<file path="src/verilog/addr_gen_pkg.sv">
/*
  Constants and carrier types for the effective data-address generator.
  Assumes a 12-bit data memory space and a 32-bit AXI4-Lite register bus.
*/
package addr_gen_pkg;
  // Data memory layout
  localparam int          DATA_ADDR_W   = 12;
  localparam logic [7:0]  ACCESS_LIMIT  = 8'h5F;
  localparam logic [11:0] SFR_BASE      = 12'hF00;
  localparam logic [3:0]  BANK_RESET    = 4'h0;
  localparam logic [11:0] SFP_RESET     = 12'h000;
  localparam int          EXT_OP_COUNT  = 8;
  localparam int          EXT_OP_W      = 3;

  // Register map (byte addresses)
  localparam int          AXI_ADDR_W    = 8;
  localparam logic [7:0]  OFF_CTRL      = 8'h00;
  localparam logic [7:0]  OFF_BANK      = 8'h04;
  localparam logic [7:0]  OFF_SFP       = 8'h08;
  localparam logic [7:0]  OFF_STATUS    = 8'h0C;
  localparam int          CTRL_EXT_BIT  = 0;
  localparam int          STAT_CNT_LSB  = 16;

  // AXI responses
  localparam logic [1:0]  RESP_OKAY     = 2'h0;
  localparam logic [1:0]  RESP_SLVERR   = 2'h2;

  // Request from the decode stage
  typedef struct packed {
    logic [7:0]          operand;
    logic                access_sel;
    logic                dest_sel;
    logic                uses_access;
    logic                ext_op;
    logic [EXT_OP_W-1:0] ext_op_idx;
  } addr_req_t;

  // Answer toward data memory
  typedef struct packed {
    logic [DATA_ADDR_W-1:0] addr;
    logic                   dest_file;
    logic                   indexed;
    logic                   illegal_op;
  } addr_rsp_t;
endpackage

</file>
<file path="src/verilog/indexed_offset_address_gen.sv">
/*
  Effective data-address generator for byte- and bit-oriented instructions,
  with registers reached over AXI4-Lite.
  Assumes decode presents one request per cycle at most, synchronous to aclk.
*/
// How it works
// - Ext off, a=0: literal access-region address.
// - Ext off, a=1: bank pointer selects bank.
// - Ext on, a=0, f<=5Fh: offset from frame pointer.
// - Operands above 5Fh keep literal meaning.
// - Enable unlocks eight ops and indexed mode.
// - Destination bit handled as in standard mode.
// - Frame pointer zero restores access-region mapping.
// - Substitution covers every access-bit instruction.
`timescale 1ns/1ps
module indexed_offset_address_gen (
  // Clock and reset
  input  wire logic                   aclk,
  input  wire logic                   aresetn,
  // AXI4-Lite write address
  input  wire logic [7:0]             s_axi_awaddr,
  input  wire logic [2:0]             s_axi_awprot,
  input  wire logic                   s_axi_awvalid,
  output logic                        s_axi_awready,
  // AXI4-Lite write data
  input  wire logic [31:0]            s_axi_wdata,
  input  wire logic [3:0]             s_axi_wstrb,
  input  wire logic                   s_axi_wvalid,
  output logic                        s_axi_wready,
  // AXI4-Lite write response
  output logic [1:0]                  s_axi_bresp,
  output logic                        s_axi_bvalid,
  input  wire logic                   s_axi_bready,
  // AXI4-Lite read address
  input  wire logic [7:0]             s_axi_araddr,
  input  wire logic [2:0]             s_axi_arprot,
  input  wire logic                   s_axi_arvalid,
  output logic                        s_axi_arready,
  // AXI4-Lite read data
  output logic [31:0]                 s_axi_rdata,
  output logic [1:0]                  s_axi_rresp,
  output logic                        s_axi_rvalid,
  input  wire logic                   s_axi_rready,
  // Decode request
  input  wire logic                   req_valid,
  input  wire addr_gen_pkg::addr_req_t req,
  // Memory answer
  output logic                        rsp_valid,
  output addr_gen_pkg::addr_rsp_t     rsp,
  // Mode flag
  output logic                        ext_enabled
);

  typedef struct packed {
    logic                     ext_en;
    logic [3:0]               bank;
    logic [11:0]              sfp;
    logic                     aw_got;
    logic [7:0]               aw_addr;
    logic                     w_got;
    logic [31:0]              wdata;
    logic [3:0]               wstrb;
    logic                     awready;
    logic                     wready;
    logic                     bvalid;
    logic [1:0]               bresp;
    logic                     arready;
    logic                     rvalid;
    logic [31:0]              rdata;
    logic [1:0]               rresp;
    logic                     rsp_valid;
    addr_gen_pkg::addr_rsp_t  rsp;
    logic [15:0]              idx_count;
  } state_t;

  state_t state_reg;
  state_t state_next;

  logic                             use_idx;
  logic [addr_gen_pkg::DATA_ADDR_W-1:0] eff_addr;
  logic                             do_write;
  logic [7:0]                       wa;
  logic [31:0]                      wd;
  logic [3:0]                       ws;

  // Address selection
  always_comb begin
    use_idx = state_reg.ext_en && req.uses_access && !req.access_sel
              && (req.operand <= addr_gen_pkg::ACCESS_LIMIT);
    if (use_idx) begin
      eff_addr = state_reg.sfp + {4'h0, req.operand};
    end else if (req.uses_access && req.access_sel) begin
      eff_addr = {state_reg.bank, req.operand};
    end else if (req.operand <= addr_gen_pkg::ACCESS_LIMIT) begin
      eff_addr = {4'h0, req.operand};
    end else begin
      eff_addr = addr_gen_pkg::SFR_BASE | {4'h0, req.operand};
    end
  end

  always_comb begin
    state_next = state_reg;
    do_write   = 1'b0;
    wa         = state_reg.aw_addr;
    wd         = state_reg.wdata;
    ws         = state_reg.wstrb;

    // Write channel capture
    if (s_axi_awvalid && state_reg.awready) begin
      state_next.aw_got  = 1'b1;
      state_next.aw_addr = s_axi_awaddr;
      wa                 = s_axi_awaddr;
    end
    if (s_axi_wvalid && state_reg.wready) begin
      state_next.w_got = 1'b1;
      state_next.wdata = s_axi_wdata;
      state_next.wstrb = s_axi_wstrb;
      wd               = s_axi_wdata;
      ws               = s_axi_wstrb;
    end
    if (s_axi_bvalid && s_axi_bready) begin
      state_next.bvalid = 1'b0;
    end
    if (state_next.aw_got && state_next.w_got && !state_next.bvalid) begin
      do_write          = 1'b1;
      state_next.aw_got = 1'b0;
      state_next.w_got  = 1'b0;
      state_next.bvalid = 1'b1;
      state_next.bresp  = addr_gen_pkg::RESP_OKAY;
      case (wa)
        addr_gen_pkg::OFF_CTRL: begin
          if (ws[0]) begin
            state_next.ext_en = wd[addr_gen_pkg::CTRL_EXT_BIT];
          end
        end
        addr_gen_pkg::OFF_BANK: begin
          if (ws[0]) begin
            state_next.bank = wd[3:0];
          end
        end
        addr_gen_pkg::OFF_SFP: begin
          if (ws[0]) begin
            state_next.sfp[7:0] = wd[7:0];
          end
          if (ws[1]) begin
            state_next.sfp[11:8] = wd[11:8];
          end
        end
        addr_gen_pkg::OFF_STATUS: begin
          state_next.bresp = addr_gen_pkg::RESP_OKAY;
        end
        default: begin
          state_next.bresp = addr_gen_pkg::RESP_SLVERR;
        end
      endcase
    end
    state_next.awready = !state_next.aw_got && !state_next.bvalid;
    state_next.wready  = !state_next.w_got && !state_next.bvalid;

    // Read channel
    if (s_axi_rvalid && s_axi_rready) begin
      state_next.rvalid = 1'b0;
    end
    if (s_axi_arvalid && state_reg.arready) begin
      state_next.rvalid = 1'b1;
      state_next.rresp  = addr_gen_pkg::RESP_OKAY;
      state_next.rdata  = 32'h0000_0000;
      case (s_axi_araddr)
        addr_gen_pkg::OFF_CTRL:   state_next.rdata[0] = state_reg.ext_en;
        addr_gen_pkg::OFF_BANK:   state_next.rdata[3:0] = state_reg.bank;
        addr_gen_pkg::OFF_SFP:    state_next.rdata[11:0] = state_reg.sfp;
        addr_gen_pkg::OFF_STATUS: begin
          state_next.rdata[11:0] = state_reg.rsp.addr;
          state_next.rdata[addr_gen_pkg::STAT_CNT_LSB +: 16] = state_reg.idx_count;
        end
        default: state_next.rresp = addr_gen_pkg::RESP_SLVERR;
      endcase
    end
    state_next.arready = !state_next.rvalid;

    // Address answer, one cycle after request
    state_next.rsp_valid = req_valid;
    if (req_valid) begin
      state_next.rsp.addr = eff_addr;
      state_next.rsp.dest_file = req.dest_sel;
      state_next.rsp.indexed   = use_idx;
      // extra ops legal only when enabled
      state_next.rsp.illegal_op = req.ext_op && !state_reg.ext_en;
      if (use_idx) begin
        state_next.idx_count = state_reg.idx_count + 16'h0001;
      end
    end
  end

  always_ff @(posedge aclk) begin
    if (!aresetn) begin
      state_reg         <= '0;
      state_reg.bank    <= addr_gen_pkg::BANK_RESET;
      state_reg.sfp     <= addr_gen_pkg::SFP_RESET;
      state_reg.awready <= 1'b1;
      state_reg.wready  <= 1'b1;
      state_reg.arready <= 1'b1;
    end else begin
      state_reg <= state_next;
    end
  end

  assign s_axi_awready = state_reg.awready;
  assign s_axi_wready  = state_reg.wready;
  assign s_axi_bvalid  = state_reg.bvalid;
  assign s_axi_bresp   = state_reg.bresp;
  assign s_axi_arready = state_reg.arready;
  assign s_axi_rvalid  = state_reg.rvalid;
  assign s_axi_rdata   = state_reg.rdata;
  assign s_axi_rresp   = state_reg.rresp;
  assign rsp_valid     = state_reg.rsp_valid;
  assign rsp           = state_reg.rsp;
  assign ext_enabled   = state_reg.ext_en;

endmodule

</file>
<file path="config.mk">
export PLATFORM = sky130hd
export DESIGN_NAME = indexed_offset_address_gen
export DESIGN_NICKNAME = d
export VERILOG_FILES = /design/src/verilog/addr_gen_pkg.sv /design/src/verilog/indexed_offset_address_gen.sv
export SDC_FILE = /design/constraint.sdc
export NUM_CORES = 1
export LEC_CHECK = 0
export ABC_AREA = 1
export BUFFER_PORTS_ARGS = -buffer_cell sky130_fd_sc_hd__clkbuf_2
export CORE_AREA = 2 2 112 114
export DETAILED_ROUTE_END_ITERATION = 8
export DIE_AREA = 0 0 114 116
export PLACE_DENSITY = 0.74
export SYNTH_ARGS = -nofsm -noshare
export SYNTH_HDL_FRONTEND = slang
export SYNTH_SLANG_ARGS = --single-unit
export TNS_END_PERCENT = 10
</file>
<file path="constraint.sdc">
create_clock -name aclk -period 1.6 [get_ports aclk]
set_input_delay 0.24 -clock aclk [delete_from_list [all_inputs] [get_ports aclk]]
set_output_delay 0.24 -clock aclk [all_outputs]
set_load 0.05 [all_outputs]
</file>
Word level (Yosys, flattened, before mapping)
Cells that the tools add are included.
- register bits: 132
- bits in latches: 0
- bits in writable memories: 0
- memory bits (read-only): 0
- bits of input ports: 81
- output and inout bits: 58
- word-level logic and storage cells: 82
- memories kept: 0
- $add $sub $neg: 2
- $mul: 0
- divide/modulo/power cells: 0
- $lt $le $gt $ge: 1
- equal/unequal tests: 6
- shift operators: 0
- mux-type cells: 20
- bitwise gates (word level): 0
- reductions and logical operators: 30
- operators with widths (operator ; number):
    12-bit 2-to-1 mux ; 4
    37-bit 2-to-1 mux ; 1
    35-bit 2-to-1 mux ; 1
    8-bit by 4-bit == test with 1-bit output, second input constant ; 4
    16-bit by 1-bit adder with 16-bit output, second input constant ; 1
    8-bit by 3-bit == test with 1-bit output, second input constant ; 2
    8-bit zero test ; 2
    16-bit 2-to-1 mux ; 1
    8-bit case mux with 2 select lines ; 1
    1-bit logical AND ; 14
    12-bit by 8-bit adder with 12-bit output ; 1
    3-bit AND reduction ; 4
    9-bit 2-to-1 mux ; 1
    3-bit case mux with 3 select lines ; 1
    8-bit by 7-bit less-or-equal comparator with 1-bit output, second input constant ; 1
    8-bit 2-to-1 mux ; 1
    4-bit OR reduction ; 2
    1-bit zero test ; 7
    2-bit 2-to-1 mux ; 3
    1-bit 2-to-1 mux ; 4
    1-bit case mux with 4 select lines ; 1
    3-bit 2-to-1 mux ; 1
    2-bit AND reduction ; 1

Longest topological paths before layout
Gate-level depths: netlist of the first run.
- word-level depth: 8
- gate-level depth with buffers: 11
- depth with buffers taken out: 11

Worst setup path after synthesis of the first run
OpenSTA, ideal clock, no wires.
- path kind: flip-flop to flip-flop
- from: register state_reg, in the netlist s_axi_awready
- to: register state_reg, in the netlist ext_enabled
- setup time: 0.115 ns
- arrival time: 1.731 ns
- data required time: 1.485 ns
- slack: -0.245 ns
- stages on the path, launching flop included: 11
- buffers on the path: 1
- clock period less this slack: 1.845 ns
- cells stage by stage: dfxtp_1 -> nand2_2 -> nand2_1 -> nand3_2 -> nor2_1 -> buf_2 -> nand3_1 -> nor2_1 -> nand2_1 -> nand2_1 -> nor2_1
- word-level cells in the longest chain between the ends: 5
- elaborated cells between the ends (all ways): 7
- those cells by class: mux: 2; reduce/logical: 5
- ends and longest elaborated chain (element ; line ; source):
    start: declaration ; indexed_offset_address_gen.sv:76 ; state_t state_reg;
    start signal: assignment ; indexed_offset_address_gen.sv:204 ; state_reg <= state_next;
    1-bit logical AND * ; indexed_offset_address_gen.sv:109 ; if (s_axi_awvalid && state_reg.awready) begin
    parallel branches: the longest is 3 deep, another holds 8-bit 2-to-1 mux ; -- ;
    3-bit AND reduction (no source line) * ; -- ;
Mark *: on every way between the ends.
A chain may end at the register's enable or synchronous reset.

Worst setup path in the final report of the first run
- from: register state_reg[119] (netlist name)
- to: register state_reg, in the netlist rsp[7]
- word-level cells in the longest chain between the ends: 2
- ends and longest elaborated chain (element ; line ; source):
    12-bit by 8-bit adder with 12-bit output ; indexed_offset_address_gen.sv:91 ; eff_addr = state_reg.sfp + {4'h0, req.operand};
    12-bit 2-to-1 mux ; indexed_offset_address_gen.sv:90 ; if (use_idx) begin
Every way passes these cells.

==> metrics.md, run 1 <==
| Metric | Value |
|---|---|
| Clk sinks | `about 110` |
| Highest clock rate | `approximately 650 MHz` |
| P_int | `4.595 mW` |
| Worst path most repeated cell | `a21oi_1` |
| Worst EP arrival | `about 1.8 ns` |
| Number of flip-flops in the largest register | `56` |
| Switching Share | `0.3111` |
| Pre-antenna DRT Iters | `5` |
| Crit path kind | `reg2reg` |
| Seq/Total Area, Yosys | `0.3875` |
| Global route total overflow | `0` |
| Worst path cell trace | `ha_4 > inv_1 > fa_2 > buf_4 > o21bai_1 > a21oi_1 > o21ai_0 > a21oi_1` |
| Final Slew Violations | `0` |
| PwrDens | `about 1000 mW/mm2` |
| Initial Utilization | `0.4684` |
| Initial antenna violation count | `0` |
| Final WL | `around 14000 um` |
| Clk buf depth | `2` |
| Combinational share of power | `0.206` |
| Final ANT Viol Nets | `0` |
| Yosys synthesis warning count | `0` |
| Worst Hold Path EP | `rsp[0]` |
| Syn Inst Count | `roughly 800` |
| Root buf cell | `clkbuf_16` |
| Die Area | `0.01322 mm2` |
| Core box area | `~0.012 mm2` |
| Crit. End Element | `register` |
| Syn_area_per_cell | `6.896 um2` |
| PortBufs | `101` |
| Nets | `between 900 and 1000` |
| Clock network power share | `0.354` |
| Post-Synthesis Cell Area | `0.005579 mm2` |
| 1st-iter DRT viols | `roughly 330` |
| Clk_skew | `0.01079 ns` |
| Num CTS Buffers | `9` |
| DP Wirelength | `between 10000 and 15000 um` |
| Die width | `between 100 and 150 um` |
| Crit start category | `register` |
| Lkg Pwr | `~3.1 nW` |
| Worst-Skew Late Latency | `~0.36 ns` |
| Die height | `116 um` |
| Vias per std cell | `around 5.0` |
| Layout cells sized above 1 | `0.2303` |
| Largest net degree at the start of global routing | `48` |
| Fin util | `0.5587` |
| Fill count | `approximately 1200` |
| CP required | `around 1.9 ns` |
| VDD IR max | `slightly above 0.8 mV` |
| Unrepaired setup endpoints after global routing | `yes` |
| Worst reg2reg setup slack | `0.06 ns` |
| Total design power | `~6.7 mW` |
| Clock transition at the registers of the reported paths | `0.08 ns` |
| # DRC | `0` |
| I/O pin cnt | `139` |
| H-Tree Depth | `3` |
| Hold Buf Count CTS | `0` |
| Number of global-route vias before repair | `between 4000 and 5000` |
| Placer Congestion | `0.8645` |
| Hold Vio Cnt, Final | `0` |
| Max_cap viols | `0` |
| Status | `complete, no violations` |
| Hold-critical path depth | `3` |
| Delay-heaviest family, CP | `adder cells` |
| Slowest CP cell | `dfxtp_2` |
| Area growth syn-to-layout | `19.29%` |
| Worst r2r path cells | `8` |
| Vias | `5201` |
| Reg-to-Reg Start | `state_reg[119]` |
| HP Start | `req[3]` |
| Register area | `~0.0022 mm2` |
| Part of the power in registers | `0.440` |
| First-pass GRT wire length | `around 22000 um` |
| Fin crit share | `0.9614` |
| Num rows | `40` |
| Yosys cell types | `38` |
| #FFs+latches synth | `between 100 and 150` |
| CP max stage delay | `roughly 0.36 ns` |
| # diodes | `0` |
| Switching power | `between 2 and 2.5 mW` |
| Area of the multi-input gates | `~0.0026 mm2` |
| CTS tree | `built` |
| WP buf/inv | `2` |
| Overall Global Routing Usage | `0.2092` |
| Crit path max fanout | `2` |
| Post-layout minimum cycle time | `around 1.5 ns` |
| Wire per inst | `12.92 um` |
| Hold Path Class | `in2reg` |
| Count of final setup violators | `0` |
| End of the worst register-to-register path | `rsp[7]` |
power groups by stage:
| stage | clock [mW] | sequential [mW] | combinational (mW) |
|---|---|---|---|
| 3_3_place_gp | 0 | 2.98 | 1.30 |
| 2_1_floorplan | 0 | 3.06 | 0.895 |
| 4_1_cts | 2.43 | 2.93 | 1.33 |
| 5_1_grt | 2.53 | 2.95 | 1.52 |
| 3_5_place_dp | 0 | 2.99 | 1.31 |
| 6_report | 2.36 | 2.93 | 1.38 |
synthesized netlist by cell type, drive strengths merged:
cell type	instances	area, um2
xor2	5	43.79
xnor2	5	43.79
ha	9	112.6
buf	63	455.4
inv	98	367.8
o21ai	57	296.5
conb	1	3.750
a41oi	1	8.760
and2	1	6.260
a21oi	61	305.3
o21bai	2	15.01
a31oi	1	6.260
nor3b	1	7.510
nand3b	2	15.01
a21o	1	7.510
nand4	19	118.9
clkinv	1	3.750
mux2i	1	10.01
a21boi	1	7.510
nand3	70	360.3
nor2	80	322.8
nor3	7	45.04
nand2	188	715.7
fa	1	20.02
clkbuf	19	72.56
o211ai	6	45.04
dfxtp	108	2162
how the worst max path moves through the flow:
stage	startpoint	end	slack [ns]	cells past startpoint
floorplan	ext_enabled	state_reg[3]	-0.03	7
global placement	s_axi_awvalid	state_reg[119]	-0.03	10
detailed placement	req[7]	rsp[7]	-0.04	9
CTS	state_reg[119]	rsp[5]	-0.009	8
global route	s_axi_wready	state_reg[119]	-0.04	9
finish	state_reg[119]	rsp[7]	0.06	8
cells in the final DEF (no fill, tap or decap), drive strengths merged:
cell type	count
nand2	188
clkbuf	111
dfxtp	108
inv	103
nor2	80
nand3	70
a21oi	61
o21ai	57
buf	54
nand4	19
ha	9
nor3	7
o211ai	6
conb	6
xor2	5
xnor2	5
nand3b	2
o21bai	2
and2	1
clkinv	1
a41oi	1
a21o	1
a21boi	1
a31oi	1
mux2i	1
nor3b	1
fa	1
bufinv	1
worst register-to-register path: cells and delay by family, from the launching register on:
kind / cells / cell delay, ns
AOI/OAI and AO/OA: 4 / 0.41
adders and majority gates: 2 / 0.47
buffers and inverters: 2 / 0.18
DFF: 1 / 0.36
per-stage QoR:
stage	hold slack, ns	cell area (um2)	worst slack (ns)	TNS [ns]	instances
6_report	0.1091	6655	0.06176	0	1050
3_5_place_dp	0.4550	6215	-0.03631	-0.2509	1033
3_3_place_gp	0.4527	6215	-0.03176	-0.06680	1033
5_1_grt	0.1185	6655	-0.03557	-0.2423	1050
2_1_floorplan	0.3559	5605	-0.02625	-0.1747	814
4_1_cts	0.09908	6545	-0.009055	-0.009055	1050
routing by layer:
layer | vias up | GRT usage | share of wire | routed length [um]
li1 | 2711 | - | - | -
met1 | 2304 | 0.3011 | 0.50 | 6718
met2 | 169 | 0.3107 | 0.42 | 5693
met3 | 17 | 0.04446 | 0.064 | 867
met4 | 0 | 0.07236 | 0.021 | 291
met5 | - | 0 | 0 | 0
final cells by class:
cell class,count,share of cell area
Clock buffer,10,0.03591
Clock inverter,6,0.01109
Inverter,99,0.05584
Multi-Input combinational cell,525,0.3965
Sequential cell,108,0.3264
Tap cell,147,0.02764
Timing Repair Buffer,155,0.1466
logic make-up (layout without fill, tap and decap cells):
kind of cell / after synthesis / count (layout) / share of synthesized area
other: 1 / 6 / 0.0006722
adder cells (fa/ha/maj): 10 / 10 / 0.02377
flip-flops: 108 / 108 / 0.3875
AO/OA/AOI/OAI: 130 / 130 / 0.1240
multiplexers: 1 / 1 / 0.001794
AND/OR/NAND/NOR: 368 / 368 / 0.2853
XOR/XNOR: 10 / 10 / 0.01570
buffers and inverters: 181 / 270 / 0.1612
repair_timing:
item | CTS | global route
resized for setup | 3 | 29
pin swaps | 3 | 9
cloned | 0 | 0
buffers inserted | 1 | 0
setup endpoints to repair | 16 | 26
No activity file was read; power rests on OpenSTA's default activity.
==> run 2, diff against run 1 <==
==> constraint.sdc (replaced) <==
create_clock -name aclk -period 1.6 [get_ports aclk]
set_input_delay 0.32 -clock aclk [delete_from_list [all_inputs] [get_ports aclk]]
set_output_delay 0.32 -clock aclk [all_outputs]
set_load 0.05 [all_outputs]
==> run 2 against run 1 <==
Compared with the run above: sequential power is essentially flat; via count grew 2.2%; power grew 0.77%.
==> metrics.md, run 2 (same netlist as run 1, synthesis figures left out) <==
| Metric | Value |
|---|---|
| Status | `complete, no violations (unchanged)` |
| Worst-Skew Late Latency | `0.36 ns (about the same)` |
| Worst reg2reg setup slack | `0.04 ns (was 0.06 ns)` |
| End of the worst register-to-register path | `rsp[8] (was rsp[7])` |
| Most frequent cells in the layout | `nand2_1, dfxtp_1, clkbuf_2, inv_1, buf_4 (was nand2_1, dfxtp_1, clkbuf_2, inv_1, nor2_1)` |
| Commonest non-fill, non-tap cell in the layout | `nand2_1 (unchanged)` |
| Area growth syn-to-layout | `23.30% (was 19.29%)` |
| Reg-to-Reg Start | `state_reg[122] (was state_reg[119])` |
| # DRC | `0 (unchanged)` |
| Crit path kind | `reg2reg (unchanged)` |
| Worst Setup Slack, final | `0.03598 ns (was 0.06176 ns)` |
| Pre-CTS WS | `-0.1577 ns (was -0.03631 ns)` |
| Vias per std cell | `4.922 (was 4.953)` |
| Hold Buf Count CTS | `0 (unchanged)` |
| Num rows | `40 (unchanged)` |
| Total design power | `6.720 mW (was 6.669 mW)` |
| Pre-antenna DRT Iters | `5 (unchanged)` |
| Die height | `116 um (unchanged)` |
| Worst EP arrival | `1.80 ns (was 1.78 ns)` |
| CP required | `1.84 ns (was 1.85 ns)` |
| Placer Congestion | `0.9345 (was 0.8645)` |
| Hold_ws | `0.1904 ns (was 0.1091 ns)` |
| Highest clock rate | `639.4 MHz (was 650.1 MHz)` |
| Crit. End Element | `register (unchanged)` |
| Wire per inst | `12.91 um (was 12.92 um)` |
| Worst r2r path cells | `8 (unchanged)` |
| Uppermost layer routed | `met4 (unchanged)` |
| Unrepaired setup endpoints after global routing | `yes (unchanged)` |
| Largest net degree at the start of global routing | `25 (was 48)` |
| Fin crit share | `0.9775 (was 0.9614)` |
| Final ANT Viol Nets | `0 (unchanged)` |
| Clk buf depth | `2 (unchanged)` |
| Number of global-route vias before repair | `4731 (was 4447)` |
| PortBufs | `101 (unchanged)` |
| Clock transition at the registers of the reported paths | `0.08 ns (about the same)` |
| Crit start category | `register (unchanged)` |
| # diodes | `0 (unchanged)` |
| Number of flip-flops in the largest register | `56 (unchanged)` |
| Vias | `5316 (was 5201)` |
| Final WL | `13940 um (was 13570 um)` |
| VDD IR max | `0.9371 mV (was 0.8111 mV)` |
| Overall Global Routing Usage | `0.2142 (was 0.2092)` |
| Layout cells sized above 1 | `0.2572 (was 0.2303)` |
| Lkg Pwr | `3.274 nW (was 3.117 nW)` |
| First-pass GRT wire length | `22470 um (was 21800 um)` |
| Final Slew Violations | `0 (unchanged)` |
| Clk_skew | `0.007153 ns (was 0.01079 ns)` |
| Initial Utilization | `0.4684 (unchanged)` |
| Finished Layout Cells | `1080 (was 1050)` |
| Hold Path Class | `in2reg (unchanged)` |
| Dpl cells | `1063 (was 1033)` |
| DP Area | `0.006440 mm2 (was 0.006215 mm2)` |
| Crit path max fanout | `4 (was 2)` |
| Initial antenna violation count | `0 (unchanged)` |
| Met2 routed WL | `6054 um (was 5693 um)` |
| Root buf cell | `clkbuf_16 (unchanged)` |
| H-Tree Depth | `3 (unchanged)` |
| Die width | `114 um (unchanged)` |
| Core box area | `0.01191 mm2 (unchanged)` |
| Die Area | `0.01322 mm2 (unchanged)` |
| Worst Hold Path EP | `rsp[0] (unchanged)` |
| PwrDens | `976.9 mW/mm2 (was 1002 mW/mm2)` |
| DR WL met3 | `968 um (was 867 um)` |
| Clk sinks | `108 (unchanged)` |
| Num CTS Buffers | `9 (unchanged)` |
| Global route total overflow | `0 (unchanged)` |
| DP Wirelength | `10690 um (was 10200 um)` |
| Hold Vio Cnt, Final | `0 (unchanged)` |
| I/O pin cnt | `139 (unchanged)` |
| Post-route cell area | `0.006879 mm2 (was 0.006655 mm2)` |
| 1st-iter DRT viols | `417 (was 334)` |
| Count of final setup violators | `0 (unchanged)` |
| Hold-critical path depth | `3 (unchanged)` |
| CTS tree | `built (unchanged)` |
| Max_cap viols | `0 (unchanged)` |
| Post-layout minimum cycle time | `1.564 ns (was 1.538 ns)` |
| Nets | `1019 (was 989)` |
| HP Start | `req[3] (unchanged)` |
| M1 WL | `6758 um (was 6718 um)` |
## run 2: how the worst max path moves through the flow
stage                               from        endpoint  slack [ns]  cells after the start
after detailed placement          req[7]         rsp[11]       -0.16                     12
final                     state_reg[122]          rsp[8]        0.04                      8
after global routing       s_axi_awready  state_reg[122]       -0.09                      9
after global placement            req[7]         rsp[11]       -0.13                     12
after floorplan              ext_enabled    state_reg[3]       -0.03                      7
after CTS                 state_reg[119]          rsp[5]      0.0003                      8
## run 2: area by class of cell
cell class	instances	area (um2)
timing repair buffer	185	1197
tap	147	183.9
multi-input combinational	525	2640
clock inverter	5	67.56
inverter	99	371.6
clock buffer	11	242.7
sequential	108	2176
fill	1129	5032
## run 2: what timing repair did
item                       CTS  global route
buffers inserted             1             0
pin swaps                    3             7
resized for setup            9            26
setup endpoints to repair   18            28
## run 2: power by group
group / total (mW) / internal, mW / switching [mW]
combinational: 1.47 / 0.522 / 0.945
clock: 2.33 / 1.28 / 1.04
sequential: 2.93 / 2.85 / 0.0719
## run 2: worst max-delay path: stages, from the launching register on
cell and delay, ns:
dfxtp_1 0.35, ha_1 0.36, nand2_1 0.12, inv_1 0.09, nand2_1 0.07, nand3_1 0.07
nand2_1 0.04, o21ai_0 0.25, a21oi_1 0.10
## run 2: per-stage QoR
step,utilization,TNS (ns)
after detailed placement,0.5407,-2.982
after CTS,0.5704,0
after global placement,0.5407,-2.186
after global routing,0.5775,-0.6762
after floorplan,-,-0.1747
final,0.5775,0
## run 2: per-layer routing
metal	vias up	GRT usage
li1	2776	-
met1	2328	0.2978
met2	197	0.3373
met3	15	0.05178
met4	0	0.05203
met5	-	0
